`src/gear_pkg.sv`:
```
// ==========================================================
// Overview of operation
// [RULE1] error-clear input low forces the position error counter to zero
// [RULE2] error-clear input low stops the position loop from producing correction
// [RULE3] error pulses are kept while servo off unless the clear mode discards them
// [RULE4] clear mode 0: zero on servo off, keep on over-travel, latched at restart
// [RULE5] clear mode 1: never discard error pulses automatically
// [RULE6] clear mode 2: zero on servo off and over-travel, except during zero clamp
// [RULE7] each reference pulse is scaled by selected numerator over denominator
// [RULE8] host keeps gear ratio within 0.01 to 100 inclusive
// [RULE9] gear-select low uses second numerator, high uses first numerator
// [RULE10] numerator switching only when gear-switch enable allows it, else first
// [RULE11] numerator changeover follows the order chosen by the sequence setting
// [RULE12] numerators and denominator range 1 to 100000, default 1, used after restart
// [RULE13] fractional remainder of scaling is carried so no counts are lost
package gear_pkg;

  // ==========================================================
  // widths
  localparam int GEAR_W = 17;
  localparam int RES_W = 26;
  localparam int DELTA_W = 8;
  localparam int ERR_W = 32;
  localparam int ADDR_W = 8;
  localparam int DATA_W = 32;
  localparam int MAX_SHIFT = 6;

  // ==========================================================
  // register byte offsets
  localparam logic [ADDR_W-1:0] OFS_NUM_ONE = 8'h00;
  localparam logic [ADDR_W-1:0] OFS_DEN = 8'h04;
  localparam logic [ADDR_W-1:0] OFS_NUM_TWO = 8'h08;
  localparam logic [ADDR_W-1:0] OFS_CFG = 8'h0C;
  localparam logic [ADDR_W-1:0] OFS_CTRL = 8'h10;
  localparam logic [ADDR_W-1:0] OFS_STATUS = 8'h14;
  localparam logic [ADDR_W-1:0] OFS_ERR = 8'h18;

  // ==========================================================
  // field positions
  localparam int CFG_MODE_LSB = 0;
  localparam int CFG_MODE_MSB = 1;
  localparam int CFG_SW_EN = 2;
  localparam int CFG_SW_SEQ = 3;
  localparam int CTRL_RESTART = 0;
  localparam int ST_LOOP_EN = 0;
  localparam int ST_GEAR_TWO = 1;
  localparam int ST_MODE_LSB = 2;
  localparam int ST_MODE_MSB = 3;
  localparam int ST_SW_EN = 4;
  localparam int ST_SW_SEQ = 5;

  // ==========================================================
  // reset values and limits
  localparam logic [GEAR_W-1:0] GEAR_DEFAULT = 17'h00001;
  localparam logic [GEAR_W-1:0] GEAR_MIN = 17'h00001;
  localparam logic [GEAR_W-1:0] GEAR_MAX = 17'h186A0;
  localparam logic [1:0] MODE_DEFAULT = 2'h0;

  typedef enum logic [1:0] {
    CLR_OFF_ONLY,
    CLR_NEVER,
    CLR_OFF_AND_OT
  } clear_mode_t;

endpackage

```
`src/gear_if.sv`:
```
`timescale 1ns/1ns
interface gear_if;
  import gear_pkg::*;
  logic [GEAR_W-1:0] num;
  logic [GEAR_W-1:0] den;
  logic pulse;
  logic dir;
  logic clear;
  logic signed [DELTA_W-1:0] delta;
  logic idle;

  modport ctrl (
    output num,
    output den,
    output pulse,
    output dir,
    output clear,
    input delta,
    input idle
  );
  modport scaler (
    input num,
    input den,
    input pulse,
    input dir,
    input clear,
    output delta,
    output idle
  );
endinterface

```
`src/position_error_clear_and_gear.sv`:
```
// Added by the designer: the address map and the address-and-strobe port.
`timescale 1ns/1ns
module position_error_clear_and_gear
  import gear_pkg::*;
(
  // clock and reset
  input wire logic i_clk,
  input wire logic i_rstn,
  // register port
  input wire logic [ADDR_W-1:0] i_addr,
  input wire logic [DATA_W-1:0] i_wdata,
  input wire logic i_wr,
  input wire logic i_rd,
  output logic [DATA_W-1:0] o_rdata,
  // pins from the host controller, active low
  input wire logic i_error_clear_input_n,
  input wire logic i_gear_select_input_n,
  // decoded reference and feedback counts
  input wire logic i_ref_pulse,
  input wire logic i_ref_dir,
  input wire logic i_fb_pulse,
  input wire logic i_fb_dir,
  // drive state
  input wire logic i_servo_on,
  input wire logic i_overtravel,
  input wire logic i_zero_clamp,
  // results
  output logic signed [ERR_W-1:0] o_err_count,
  output logic o_loop_en,
  output logic o_gear_two
);

  // ==========================================================
  // declarations
  logic [1:0] clr_sync_q;
  logic [1:0] sel_sync_q;
  logic [GEAR_W-1:0] num_one_sh_q;
  logic [GEAR_W-1:0] num_one_sh_d;
  logic [GEAR_W-1:0] den_sh_q;
  logic [GEAR_W-1:0] den_sh_d;
  logic [GEAR_W-1:0] num_two_sh_q;
  logic [GEAR_W-1:0] num_two_sh_d;
  logic [1:0] mode_sh_q;
  logic [1:0] mode_sh_d;
  logic sw_en_sh_q;
  logic sw_en_sh_d;
  logic sw_seq_sh_q;
  logic sw_seq_sh_d;
  logic [GEAR_W-1:0] num_one_q;
  logic [GEAR_W-1:0] num_one_d;
  logic [GEAR_W-1:0] den_q;
  logic [GEAR_W-1:0] den_d;
  logic [GEAR_W-1:0] num_two_q;
  logic [GEAR_W-1:0] num_two_d;
  clear_mode_t mode_q;
  clear_mode_t mode_d;
  logic sw_en_q;
  logic sw_en_d;
  logic sw_seq_q;
  logic sw_seq_d;
  logic gear_two_q;
  logic gear_two_d;
  logic signed [ERR_W-1:0] err_q;
  logic signed [ERR_W-1:0] err_d;
  logic loop_en_q;
  logic loop_en_d;
  logic [DATA_W-1:0] rdata_q;
  logic [DATA_W-1:0] rdata_d;
  logic restart;
  logic pin_clear;
  logic auto_clear;
  logic want_two;
  logic signed [ERR_W-1:0] fb_step;

  // scaler link: residue, drain and idle state live in the child
  gear_if g ();

  gear_scaler u_scaler (
    .i_clk(i_clk),
    .i_rstn(i_rstn),
    .g(g.scaler)
  );

  // out-of-range settings are pulled into range so a zero divisor can never stall
  function automatic logic [GEAR_W-1:0] gear_limit(input logic [GEAR_W-1:0] v);
    logic [GEAR_W-1:0] r;
    r = v;
    if (v < GEAR_MIN) begin
      r = GEAR_MIN;
    end else if (v > GEAR_MAX) begin
      r = GEAR_MAX;
    end
    return r;
  endfunction

  // ==========================================================
  // pin synchronisers
  // both stages reset to the idle high level so leaving reset never looks like a clear
  always_ff @(posedge i_clk or negedge i_rstn) begin
    if (!i_rstn) begin
      clr_sync_q <= 2'h3;
      sel_sync_q <= 2'h3;
    end else begin
      clr_sync_q <= {clr_sync_q[0], i_error_clear_input_n};
      sel_sync_q <= {sel_sync_q[0], i_gear_select_input_n};
    end
  end

  assign pin_clear = !clr_sync_q[1];

  // ==========================================================
  // staged settings written by software
  always_comb begin
    num_one_sh_d = num_one_sh_q;
    den_sh_d = den_sh_q;
    num_two_sh_d = num_two_sh_q;
    mode_sh_d = mode_sh_q;
    sw_en_sh_d = sw_en_sh_q;
    sw_seq_sh_d = sw_seq_sh_q;
    restart = 1'b0;
    // restart is a one-cycle strobe and is never stored
    if (i_wr) begin
      unique case (i_addr)
        OFS_NUM_ONE: begin
          num_one_sh_d = i_wdata[GEAR_W-1:0];
        end
        OFS_DEN: begin
          den_sh_d = i_wdata[GEAR_W-1:0];
        end
        OFS_NUM_TWO: begin
          num_two_sh_d = i_wdata[GEAR_W-1:0];
        end
        OFS_CFG: begin
          mode_sh_d = i_wdata[CFG_MODE_MSB:CFG_MODE_LSB];
          sw_en_sh_d = i_wdata[CFG_SW_EN];
          sw_seq_sh_d = i_wdata[CFG_SW_SEQ];
        end
        OFS_CTRL: begin
          restart = i_wdata[CTRL_RESTART];
        end
        default: begin
        end
      endcase
    end
  end

  always_ff @(posedge i_clk or negedge i_rstn) begin
    if (!i_rstn) begin
      num_one_sh_q <= GEAR_DEFAULT;
      den_sh_q <= GEAR_DEFAULT;
      num_two_sh_q <= GEAR_DEFAULT;
      mode_sh_q <= MODE_DEFAULT;
      sw_en_sh_q <= 1'b0;
      sw_seq_sh_q <= 1'b0;
    end else begin
      num_one_sh_q <= num_one_sh_d;
      den_sh_q <= den_sh_d;
      num_two_sh_q <= num_two_sh_d;
      mode_sh_q <= mode_sh_d;
      sw_en_sh_q <= sw_en_sh_d;
      sw_seq_sh_q <= sw_seq_sh_d;
    end
  end

  // ==========================================================
  // active settings, taken over only at restart
  // settings change only here so a half-written ratio never reaches the scaler
  always_comb begin
    num_one_d = num_one_q;
    den_d = den_q;
    num_two_d = num_two_q;
    mode_d = mode_q;
    sw_en_d = sw_en_q;
    sw_seq_d = sw_seq_q;
    if (restart) begin
      num_one_d = gear_limit(num_one_sh_q); // RULE12
      den_d = gear_limit(den_sh_q); // RULE12
      num_two_d = gear_limit(num_two_sh_q); // RULE12
      sw_en_d = sw_en_sh_q;
      sw_seq_d = sw_seq_sh_q;
      unique case (mode_sh_q)
        2'h0: mode_d = CLR_OFF_ONLY; // RULE4
        2'h2: mode_d = CLR_OFF_AND_OT;
        default: mode_d = CLR_NEVER;
      endcase
    end
  end

  always_ff @(posedge i_clk or negedge i_rstn) begin
    if (!i_rstn) begin
      num_one_q <= GEAR_DEFAULT;
      den_q <= GEAR_DEFAULT;
      num_two_q <= GEAR_DEFAULT;
      mode_q <= CLR_OFF_ONLY;
      sw_en_q <= 1'b0;
      sw_seq_q <= 1'b0;
    end else begin
      num_one_q <= num_one_d;
      den_q <= den_d;
      num_two_q <= num_two_d;
      mode_q <= mode_d;
      sw_en_q <= sw_en_d;
      sw_seq_q <= sw_seq_d;
    end
  end

  // ==========================================================
  // clearing and gear selection
  always_comb begin
    // mode levels act every cycle, so servo off holds the count at zero, not just once
    auto_clear = 1'b0;
    unique case (mode_q)
      CLR_OFF_ONLY: auto_clear = !i_servo_on; // RULE4
      CLR_NEVER: auto_clear = 1'b0; // RULE5
      CLR_OFF_AND_OT: auto_clear = !i_servo_on || (i_overtravel && !i_zero_clamp); // RULE6
    endcase
    // with no clear the count simply persists through servo off
    want_two = sw_en_q && !sel_sync_q[1]; // RULE9 RULE10
    gear_two_d = gear_two_q;
    if (!sw_en_q) begin
      gear_two_d = 1'b0; // RULE10
    end else if (!sw_seq_q || g.idle) begin
      // sequence 1 waits for an idle residue so no fraction is scaled by a mixed ratio
      gear_two_d = want_two; // RULE11
    end
  end

  assign g.num = gear_two_q ? num_two_q : num_one_q; // RULE9
  assign g.den = den_q;
  assign g.pulse = i_ref_pulse;
  assign g.dir = i_ref_dir;
  assign g.clear = pin_clear || auto_clear;

  // ==========================================================
  // position error counter
  always_comb begin
    fb_step = '0;
    if (i_fb_pulse) begin
      fb_step = i_fb_dir ? -ERR_W'(1) : ERR_W'(1);
    end
    err_d = err_q + ERR_W'(g.delta) - fb_step;
    // feedback moves the other way: a forward count lowers the error
    // clearing wins over counts arriving in the same cycle
    if (pin_clear) begin
      err_d = '0; // RULE1
    end else if (auto_clear) begin
      err_d = '0; // RULE3
    end
    loop_en_d = !pin_clear; // RULE2
  end

  always_ff @(posedge i_clk or negedge i_rstn) begin
    if (!i_rstn) begin
      err_q <= '0;
      loop_en_q <= 1'b0;
      gear_two_q <= 1'b0;
    end else begin
      err_q <= err_d;
      loop_en_q <= loop_en_d;
      gear_two_q <= gear_two_d;
    end
  end

  // ==========================================================
  // register read
  // staged values read back as written; status shows the active copies
  always_comb begin
    rdata_d = '0;
    if (i_rd) begin
      unique case (i_addr)
        OFS_NUM_ONE: rdata_d = DATA_W'(num_one_sh_q);
        OFS_DEN: rdata_d = DATA_W'(den_sh_q);
        OFS_NUM_TWO: rdata_d = DATA_W'(num_two_sh_q);
        OFS_CFG: begin
          rdata_d[CFG_MODE_MSB:CFG_MODE_LSB] = mode_sh_q;
          rdata_d[CFG_SW_EN] = sw_en_sh_q;
          rdata_d[CFG_SW_SEQ] = sw_seq_sh_q;
        end
        OFS_STATUS: begin
          rdata_d[ST_LOOP_EN] = loop_en_q;
          rdata_d[ST_GEAR_TWO] = gear_two_q;
          rdata_d[ST_MODE_MSB:ST_MODE_LSB] = mode_q;
          rdata_d[ST_SW_EN] = sw_en_q;
          rdata_d[ST_SW_SEQ] = sw_seq_q;
        end
        OFS_ERR: rdata_d = DATA_W'(err_q);
        default: rdata_d = '0;
      endcase
    end
  end

  always_ff @(posedge i_clk or negedge i_rstn) begin
    if (!i_rstn) begin
      rdata_q <= '0;
    end else begin
      rdata_q <= rdata_d;
    end
  end

  assign o_rdata = rdata_q;
  assign o_err_count = err_q;
  assign o_loop_en = loop_en_q;
  assign o_gear_two = gear_two_q;

endmodule

```
`src/gear_scaler.sv`:
```
`timescale 1ns/1ns
module gear_scaler
  import gear_pkg::*;
(
  // clock and reset
  input wire logic i_clk,
  input wire logic i_rstn,
  // scaling link
  gear_if.scaler g
);

  logic signed [RES_W-1:0] res_q;
  logic signed [RES_W-1:0] res_d;
  logic signed [DELTA_W-1:0] delta_q;
  logic signed [DELTA_W-1:0] delta_d;
  logic [RES_W-1:0] mag;
  logic [2:0] sh;
  logic signed [RES_W-1:0] step;
  logic signed [RES_W-1:0] num_ext;

  // largest power of two of the denominator that fits; drains big ratios in few cycles
  function automatic logic [2:0] shift_for(input logic [RES_W-1:0] m,
                                           input logic [GEAR_W-1:0] d);
    logic [2:0] s;
    s = 3'h0;
    for (int k = 1; k <= MAX_SHIFT; k++) begin
      if (m >= (RES_W'(d) << k)) begin
        s = 3'(k);
      end
    end
    return s;
  endfunction

  // ==========================================================
  // residue accumulate and drain
  always_comb begin
    mag = res_q[RES_W-1] ? RES_W'(-res_q) : RES_W'(res_q);
    sh = shift_for(mag, g.den);
    step = $signed(RES_W'(g.den) << sh);
    num_ext = $signed(RES_W'(g.num));
    res_d = res_q;
    delta_d = '0;
    if (!res_q[RES_W-1] && (mag >= RES_W'(g.den))) begin
      res_d = res_q - step; // RULE13
      delta_d = $signed(DELTA_W'(1) << sh); // RULE7
    end else if (res_q[RES_W-1]) begin
      res_d = res_q + step; // RULE13
      delta_d = -$signed(DELTA_W'(1) << sh); // RULE7
    end
    if (g.pulse) begin
      res_d = g.dir ? res_d - num_ext : res_d + num_ext; // RULE7
    end
    if (g.clear) begin
      res_d = '0;
      delta_d = '0;
    end
  end

  always_ff @(posedge i_clk or negedge i_rstn) begin
    if (!i_rstn) begin
      res_q <= '0;
      delta_q <= '0;
    end else begin
      res_q <= res_d;
      delta_q <= delta_d;
    end
  end

  assign g.delta = delta_q;
  assign g.idle = (res_q == '0) && (delta_q == '0);

endmodule

```
`config.mk`:
```
export PLATFORM = sky130hd
export DESIGN_NAME = position_error_clear_and_gear
export DESIGN_NICKNAME = d
export VERILOG_FILES = /design/src/gear_pkg.sv /design/src/gear_if.sv /design/src/position_error_clear_and_gear.sv /design/src/gear_scaler.sv
export SDC_FILE = /design/constraint.sdc
export NUM_CORES = 1
export LEC_CHECK = 0
export ABC_AREA = 1
export BUFFER_PORTS_ARGS = -buffer_cell sky130_fd_sc_hd__buf_2
export CORE_ASPECT_RATIO = 2
export CORE_MARGIN = 3
export CORE_UTILIZATION = 45
export DETAILED_ROUTE_END_ITERATION = 6
export GPL_ROUTABILITY_DRIVEN = 0
export PLACE_DENSITY = 0.69
export SLEW_MARGIN = 25
export SYNTH_ARGS = -nofsm -noshare
export SYNTH_HDL_FRONTEND = slang
export SYNTH_SLANG_ARGS = --single-unit
```
`constraint.sdc`:
```
create_clock -name i_clk -period 15.92 [get_ports i_clk]
set_input_delay 0 -clock i_clk [delete_from_list [all_inputs] [get_ports i_clk]]
set_output_delay 0 -clock i_clk [all_outputs]
set_load 0.005 [all_outputs]
```
==> Word level (Yosys, flattened, before mapping) <==
Cells that the tools add are included.
{ "totals": {"regBits": 214, "output_inout_bits": 66, "rom_bits": 0, "latchBits": 0, "memories": 0, "word_cells": 111, "mem_bits_rw": 0} }
{ "classes": {"muxes": 36, "n_bitwise": 0, "div_mod_pow": 0, "reduce_logical": 22, "multipliers": 0, "magnitude_cmp": 13, "n_shift": 2, "n_eq_ne": 10, "n_addsub": 8} }
{ "op_table": {"columns": ["op", "count"], "rows": [
  ["$mux W32", 5],
  ["$mux W26", 6],
  ["$mux W17", 7],
  ["$pmux W26 S4", 1],
  ["$gt A17 B17 Y1 const B", 3],
  ["$lt A17 B1 Y1 const B", 3],
  ["$add A32 B8 Y32", 1],
  ["$sub A32 B32 Y32", 1],
  ["$add A26 B18 Y26", 1],
  ["$add A26 B26 Y26", 1],
  ["$ge A26 B17 Y1", 1],
  ["$ge A26 B18 Y1", 1],
  ["$ge A26 B19 Y1", 1],
  ["$ge A26 B20 Y1", 1],
  ["$ge A26 B21 Y1", 1],
  ["$ge A26 B22 Y1", 1],
  ["$ge A26 B23 Y1", 1],
  ["$logic_not A26 Y1", 1],
  ["$neg A26 Y26", 1],
  ["$shl A17 B3 Y26", 1],
  ["$sub A26 B18 Y26", 1],
  ["$sub A26 B26 Y26", 1],
  ["$eq A8 B5 Y1 const B", 3],
  ["$mux W8", 3],
  ["other kinds (19)", 44]
]} }

==> Logic depth before layout (Yosys ltp) <==
{ "depth": {"ltp_word": 17, "mapped_depth": 60} }

==> Hierarchy <==
A second synthesis with hierarchy kept.
{ "unflattened": {"hier_cells": 3367, "hier_area_um2": 22043.6} }
{ "by_module_without_submodules": {"columns": ["module", "n_inst", "seq_area_each_um2", "area_per_inst_um2", "cells_each"], "rows": [
  ["gear_scaler", 1, 850.8, 11199.5, 1889],
  ["position_error_clear_and_gear", 1, 4516.8, 10844.2, 1478]
]} }

==> Worst setup path after synthesis <==
No wires, ideal clock.
{ "synth_path": {"path_kind": "register -> register", "startpoint": "reg u_scaler.res_q[25]", "endpoint": "reg u_scaler.res_q[22]", "n_path_buf": 8, "slack_ns": 8.581, "arrival_time_ns": 7.261, "path_stages_with_launch": 56, "setup_ns": 0.078, "period_less_slack_ns": 7.339, "cell_sequence": "dfrtp_1 buf_4 buf_6 inv_1 clkbuf_1 buf_1 buf_1 nor2_1 xor2_1 ha_1 a21oi_1 o21ai_0 nand3b_1 nand3_1 a21oi_1 nand2_1 nand2_1 nand2_1 [... 20 more ...] nand2_1 nand2_1 nand3_1 nand2_1 inv_1 ha_1 nand2_1 nor4_1 nand2_1 nand3_1 a21oi_1 o21ai_0 nand3_1 nand2_1 nand2_1 nand3_1 nand2_1 a21oi_1"} }
{ "synth_between": {"elab_chain_len": 17} }
{ "synth_lines": {"columns": ["item", "line_no", "source"], "rows": [
  ["start: declaration", "gear_scaler.sv:12", "logic signed [RES_W-1:0] res_q;"],
  ["start signal: assignment", "gear_scaler.sv:64", "res_q <= res_d;"],
  ["$neg A26 Y26", "gear_scaler.sv:37", "mag = res_q[RES_W-1] ? RES_W'(-res_q) : RES_W'(res_q);"],
  ["$mux W26", "gear_scaler.sv:37", null],
  ["$ge A26 B18 Y1", "gear_scaler.sv:27", "if (m >= (RES_W'(d) << k)) begin"],
  ["$mux W1", "gear_scaler.sv:27", null],
  ["$mux W3 (5 in a row)", "gear_scaler.sv:27", null],
  ["$shl A17 B3 Y26", "gear_scaler.sv:39", "step = $signed(RES_W'(g.den) << sh);"],
  ["$add A26 B26 Y26", "gear_scaler.sv:47", "res_d = res_q + step;"],
  ["$mux W26", "gear_scaler.sv:46", "end else if (res_q[RES_W-1]) begin"],
  ["$mux W26 (*)", "gear_scaler.sv:43", "if (!res_q[RES_W-1] && (mag >= RES_W'(g.den))) begin"],
  ["$add A26 B18 Y26 / $sub A26 B18 Y26 (equally long branches)", "gear_scaler.sv:51", "res_d = g.dir ? res_d - num_ext : res_d + num_ext;"],
  ["$mux W26", "gear_scaler.sv:51", null],
  ["$mux W26 (*)", "gear_scaler.sv:50", "if (g.pulse) begin"],
  ["$mux W26 (*)", "gear_scaler.sv:53", "if (g.clear) begin"],
  ["named net u_scaler.res_d[22]", "gear_scaler.sv:13", "logic signed [RES_W-1:0] res_d;"]
]} }
The timed path passes the listed nets; every way through them passes the cells marked *.
A chain may end at the register's enable or synchronous reset.

==> Worst setup path in the final report <==
{ "layout_path": {"startpoint": "reg u_scaler.res_q[1]", "endpoint": "reg u_scaler.res_q[23]"} }
The elaborated chain is that of the path after synthesis.

==> metrics.txt <==
Final Instance Count excl. Fillers 3566; status complete, but fails checks; Port Buffers 103; Post-Syn Nets 3239; min Tclk post-route approximately 10 ns; Mapped Area between 0.02 and 0.025 mm^2; top post-synthesis cells by count nand2_1, inv_1, a21oi_1; FF+latch count, synth 214; YS warnings 0; Setup Skew 0.0409 ns; register area approximately 0.0054 mm^2; fmax approximately 100 MHz; residual DRC count 2; actual slew at the worst max-slew pin ~1.2 ns; DR iter-0 viols around 1600; Die W ~160 um; pin count of the biggest net entering global routing 77; Clock Path Buffers 3; Area growth, synth to finish 8.54%; htree depth 1; GRT Residual Overflow 0; # rows 110; worst rel slew slack slightly above 20%; initial antenna violation count 0; CP max-delay cell xnor2_1; Cells after DPL between 3000 and 4000; Arrival @ worst endpoint just over 10 ns; clk root buf clkbuf_16; Synth Flop Type dfrtp_1; post-detail-place hpwl just under 60000 um; RSZ-0062 raised after global routing false; Clock transition at path regs roughly 0.08 ns; cell mode on critical path nand2_1; Core Box Area approximately 0.045 mm^2; drt first pass iters 7; final setup TNS 0 ns; fillcell total about 4500; Fin. Hold Viols 1; failing checks design-rule violations, negative hold slack; multi-input logic area 0.0132 mm^2; async set-reset flop share out of synthesis 100%; Fin Hold WS -0.000687 ns; CTS tree yes; Max stage delay on crit path between 0.9 and 1 ns; share of the synthesized area in the top cell type 24.8%; Worst R2R Path Depth 50; Worst EP required between 15 and 20 ns; cts repair resizes 0; vias in the first global route between 20000 and 25000; Detailed Route WL 74400 um; Synth area leaders dfrtp_1, ha_1, nand2_1; Worst setup SP type register; endpoint type of the worst setup path register; maximum fanout along the worst path 37; global-route wire length before repair around 120000 um; Worst-Skew Late Latency about 0.54 ns; die area between 0.04 and 0.05 mm^2; share of cells above drive strength 1 approximately 7.7%; kind of critical path register to register; Post-synth EDFFs 0; Initial Util between 40% and 50%; Die Y 309 um; Top Ports 119; antenna viol nets, final 0; routed vias/inst a little under 6; final worst path period share 62.6%; Max Cap Viol 0; Unique masters post-synth 66; Num Clock Sinks roughly 210; vias post-DR 21024; Yosys top cell by area dfrtp_1; GRT Util Overall 30.8%; CTS Buf Count 18; Total Nets Final about 3300; max-slew violations 0; worst min path class input port to asynchronous set/reset pin; Mean Syn Cell Area 7.05 um^2; synthesized instance count around 3000; most common cell in the synthesized netlist nand2_1; Setup Viol. Count Final 0; routed length per instance 20.9 um; register area share after synthesis 26.1%
-- cell usage in the layout, fill, tap and decap left out, types with 6 or more instances in the layout --
cell type      count
nand3_1          242
nor4_1            20
or2_2             11
nor3_1            26
xnor2_1            9
a21o_1             7
nor2_1           219
xor2_1            56
dfstp_2           10
nor2_2            10
a31oi_1           13
o21a_1            21
a21oi_1          270
mux2i_1            8
ha_1             229
o211ai_1          15
buf_2            102
nand2_2           11
buf_4             17
o31ai_1            8
dlygate4sd3_1     24
o22ai_1           15
nand4_1           23
inv_1            404
o21bai_1           8
nand3_2           11
a221oi_1          13
o32ai_1            7
a211oi_1           8
clkinv_2           6
inv_2             11
a32o_1            20
nand2_1          598
clkbuf_16         18
o21ai_0          234
dfrtp_1          204
fa_1              34
-- routing by layer --
layer	track usage [%]	vias up	wire length (um)
li1	-	9921	-
met1	29.4	9757	23400
met2	55.3	951	38100
met3	4.17	395	4120
met4	29.2	0	8790
met5	0	-	0
-- repair_timing --
item	4_1_cts	5_1_grt
setup buffers	0	0
endpoints found under the hold margin	131	0
hold buffers	24	0
setup endpoints to repair	0	0
-- flip-flops by register name (all words and copies together) (netlist names), 17 cells and up --
register	count
num_one_q	17
num_one_sh_q	17
num_two_q	17
num_two_sh_q	17
o_err_count	32
u_scaler.res_q	26
den_q	17
o_rdata	32
den_sh_q	17
-- logic make-up after synthesis --
logic type / share of synthesized area (%)
fa+ha+maj: 17.2
other cells: 0.0365
compound gates: 18.4
simple gates: 25.2
flops: 26.1
mux: 0.389
xor+xnor: 2.84
buf+inv: 9.81
-- cell type report --
cell class	count	share of cell area [%]
Antenna cell	1	0.0112
Clock inverter	10	0.470
Multi-Input combinational cell	2198	59.2
Sequential cell	214	24.0
Clock buffer	21	2.11
Tap cell	560	3.13
Inverter	418	7.02
Timing Repair Buffer	144	4.00
-- worst paths after layout --
kind / startpoint / endpoint / slack [ns]
min in group i_clk: i_addr[2] / o_rdata[3]$_DFF_PN0_ / 0.04
max reg2reg: u_scaler.res_q[1]$_DFF_PN0_ / u_scaler.res_q[23]$_DFF_PN0_ / 5.96
min reg2reg: clr_sync_q[0]$_DFF_PN1_ / clr_sync_q[1]$_DFF_PN1_ / 0.36
min: i_rstn / num_one_sh_q[8]$_DFFE_PN0P_ / -0.0007
max: u_scaler.res_q[1]$_DFF_PN0_ / u_scaler.res_q[23]$_DFF_PN0_ / 5.96
max in group asynchronous: i_rstn / u_scaler.res_q[13]$_DFF_PN0_ / 14.53
-- per-stage QoR --
stage                     worst slack [ns]  utilization (%)  hold WS, ns  cell area, um^2
after floorplan                       8.58                -       -0.296            20600
final                                 5.96             49.5    -0.000687            22400
after global routing                  5.17             49.5       0.0620            22400
after detailed placement              6.34             47.7      -0.0112            21500
after global placement                6.53             47.7      -0.0188            21500
after CTS                             6.28             49.5       0.0163            22300
-- worst max-delay path, delay by kind of cell, from the launching register on --
kind	cells	cell delay, ns
AOI/OAI and AO/OA	17	3.01
xor gates and xnor gates	2	1.12
adders and majority gates	4	1.55
buffers and inverters	3	0.32
DFF	1	0.51
and+or+nand+nor	24	3.24
Power is not shown: default switching activity piles up to over one toggle a cycle in this logic, so the estimate is an artifact.
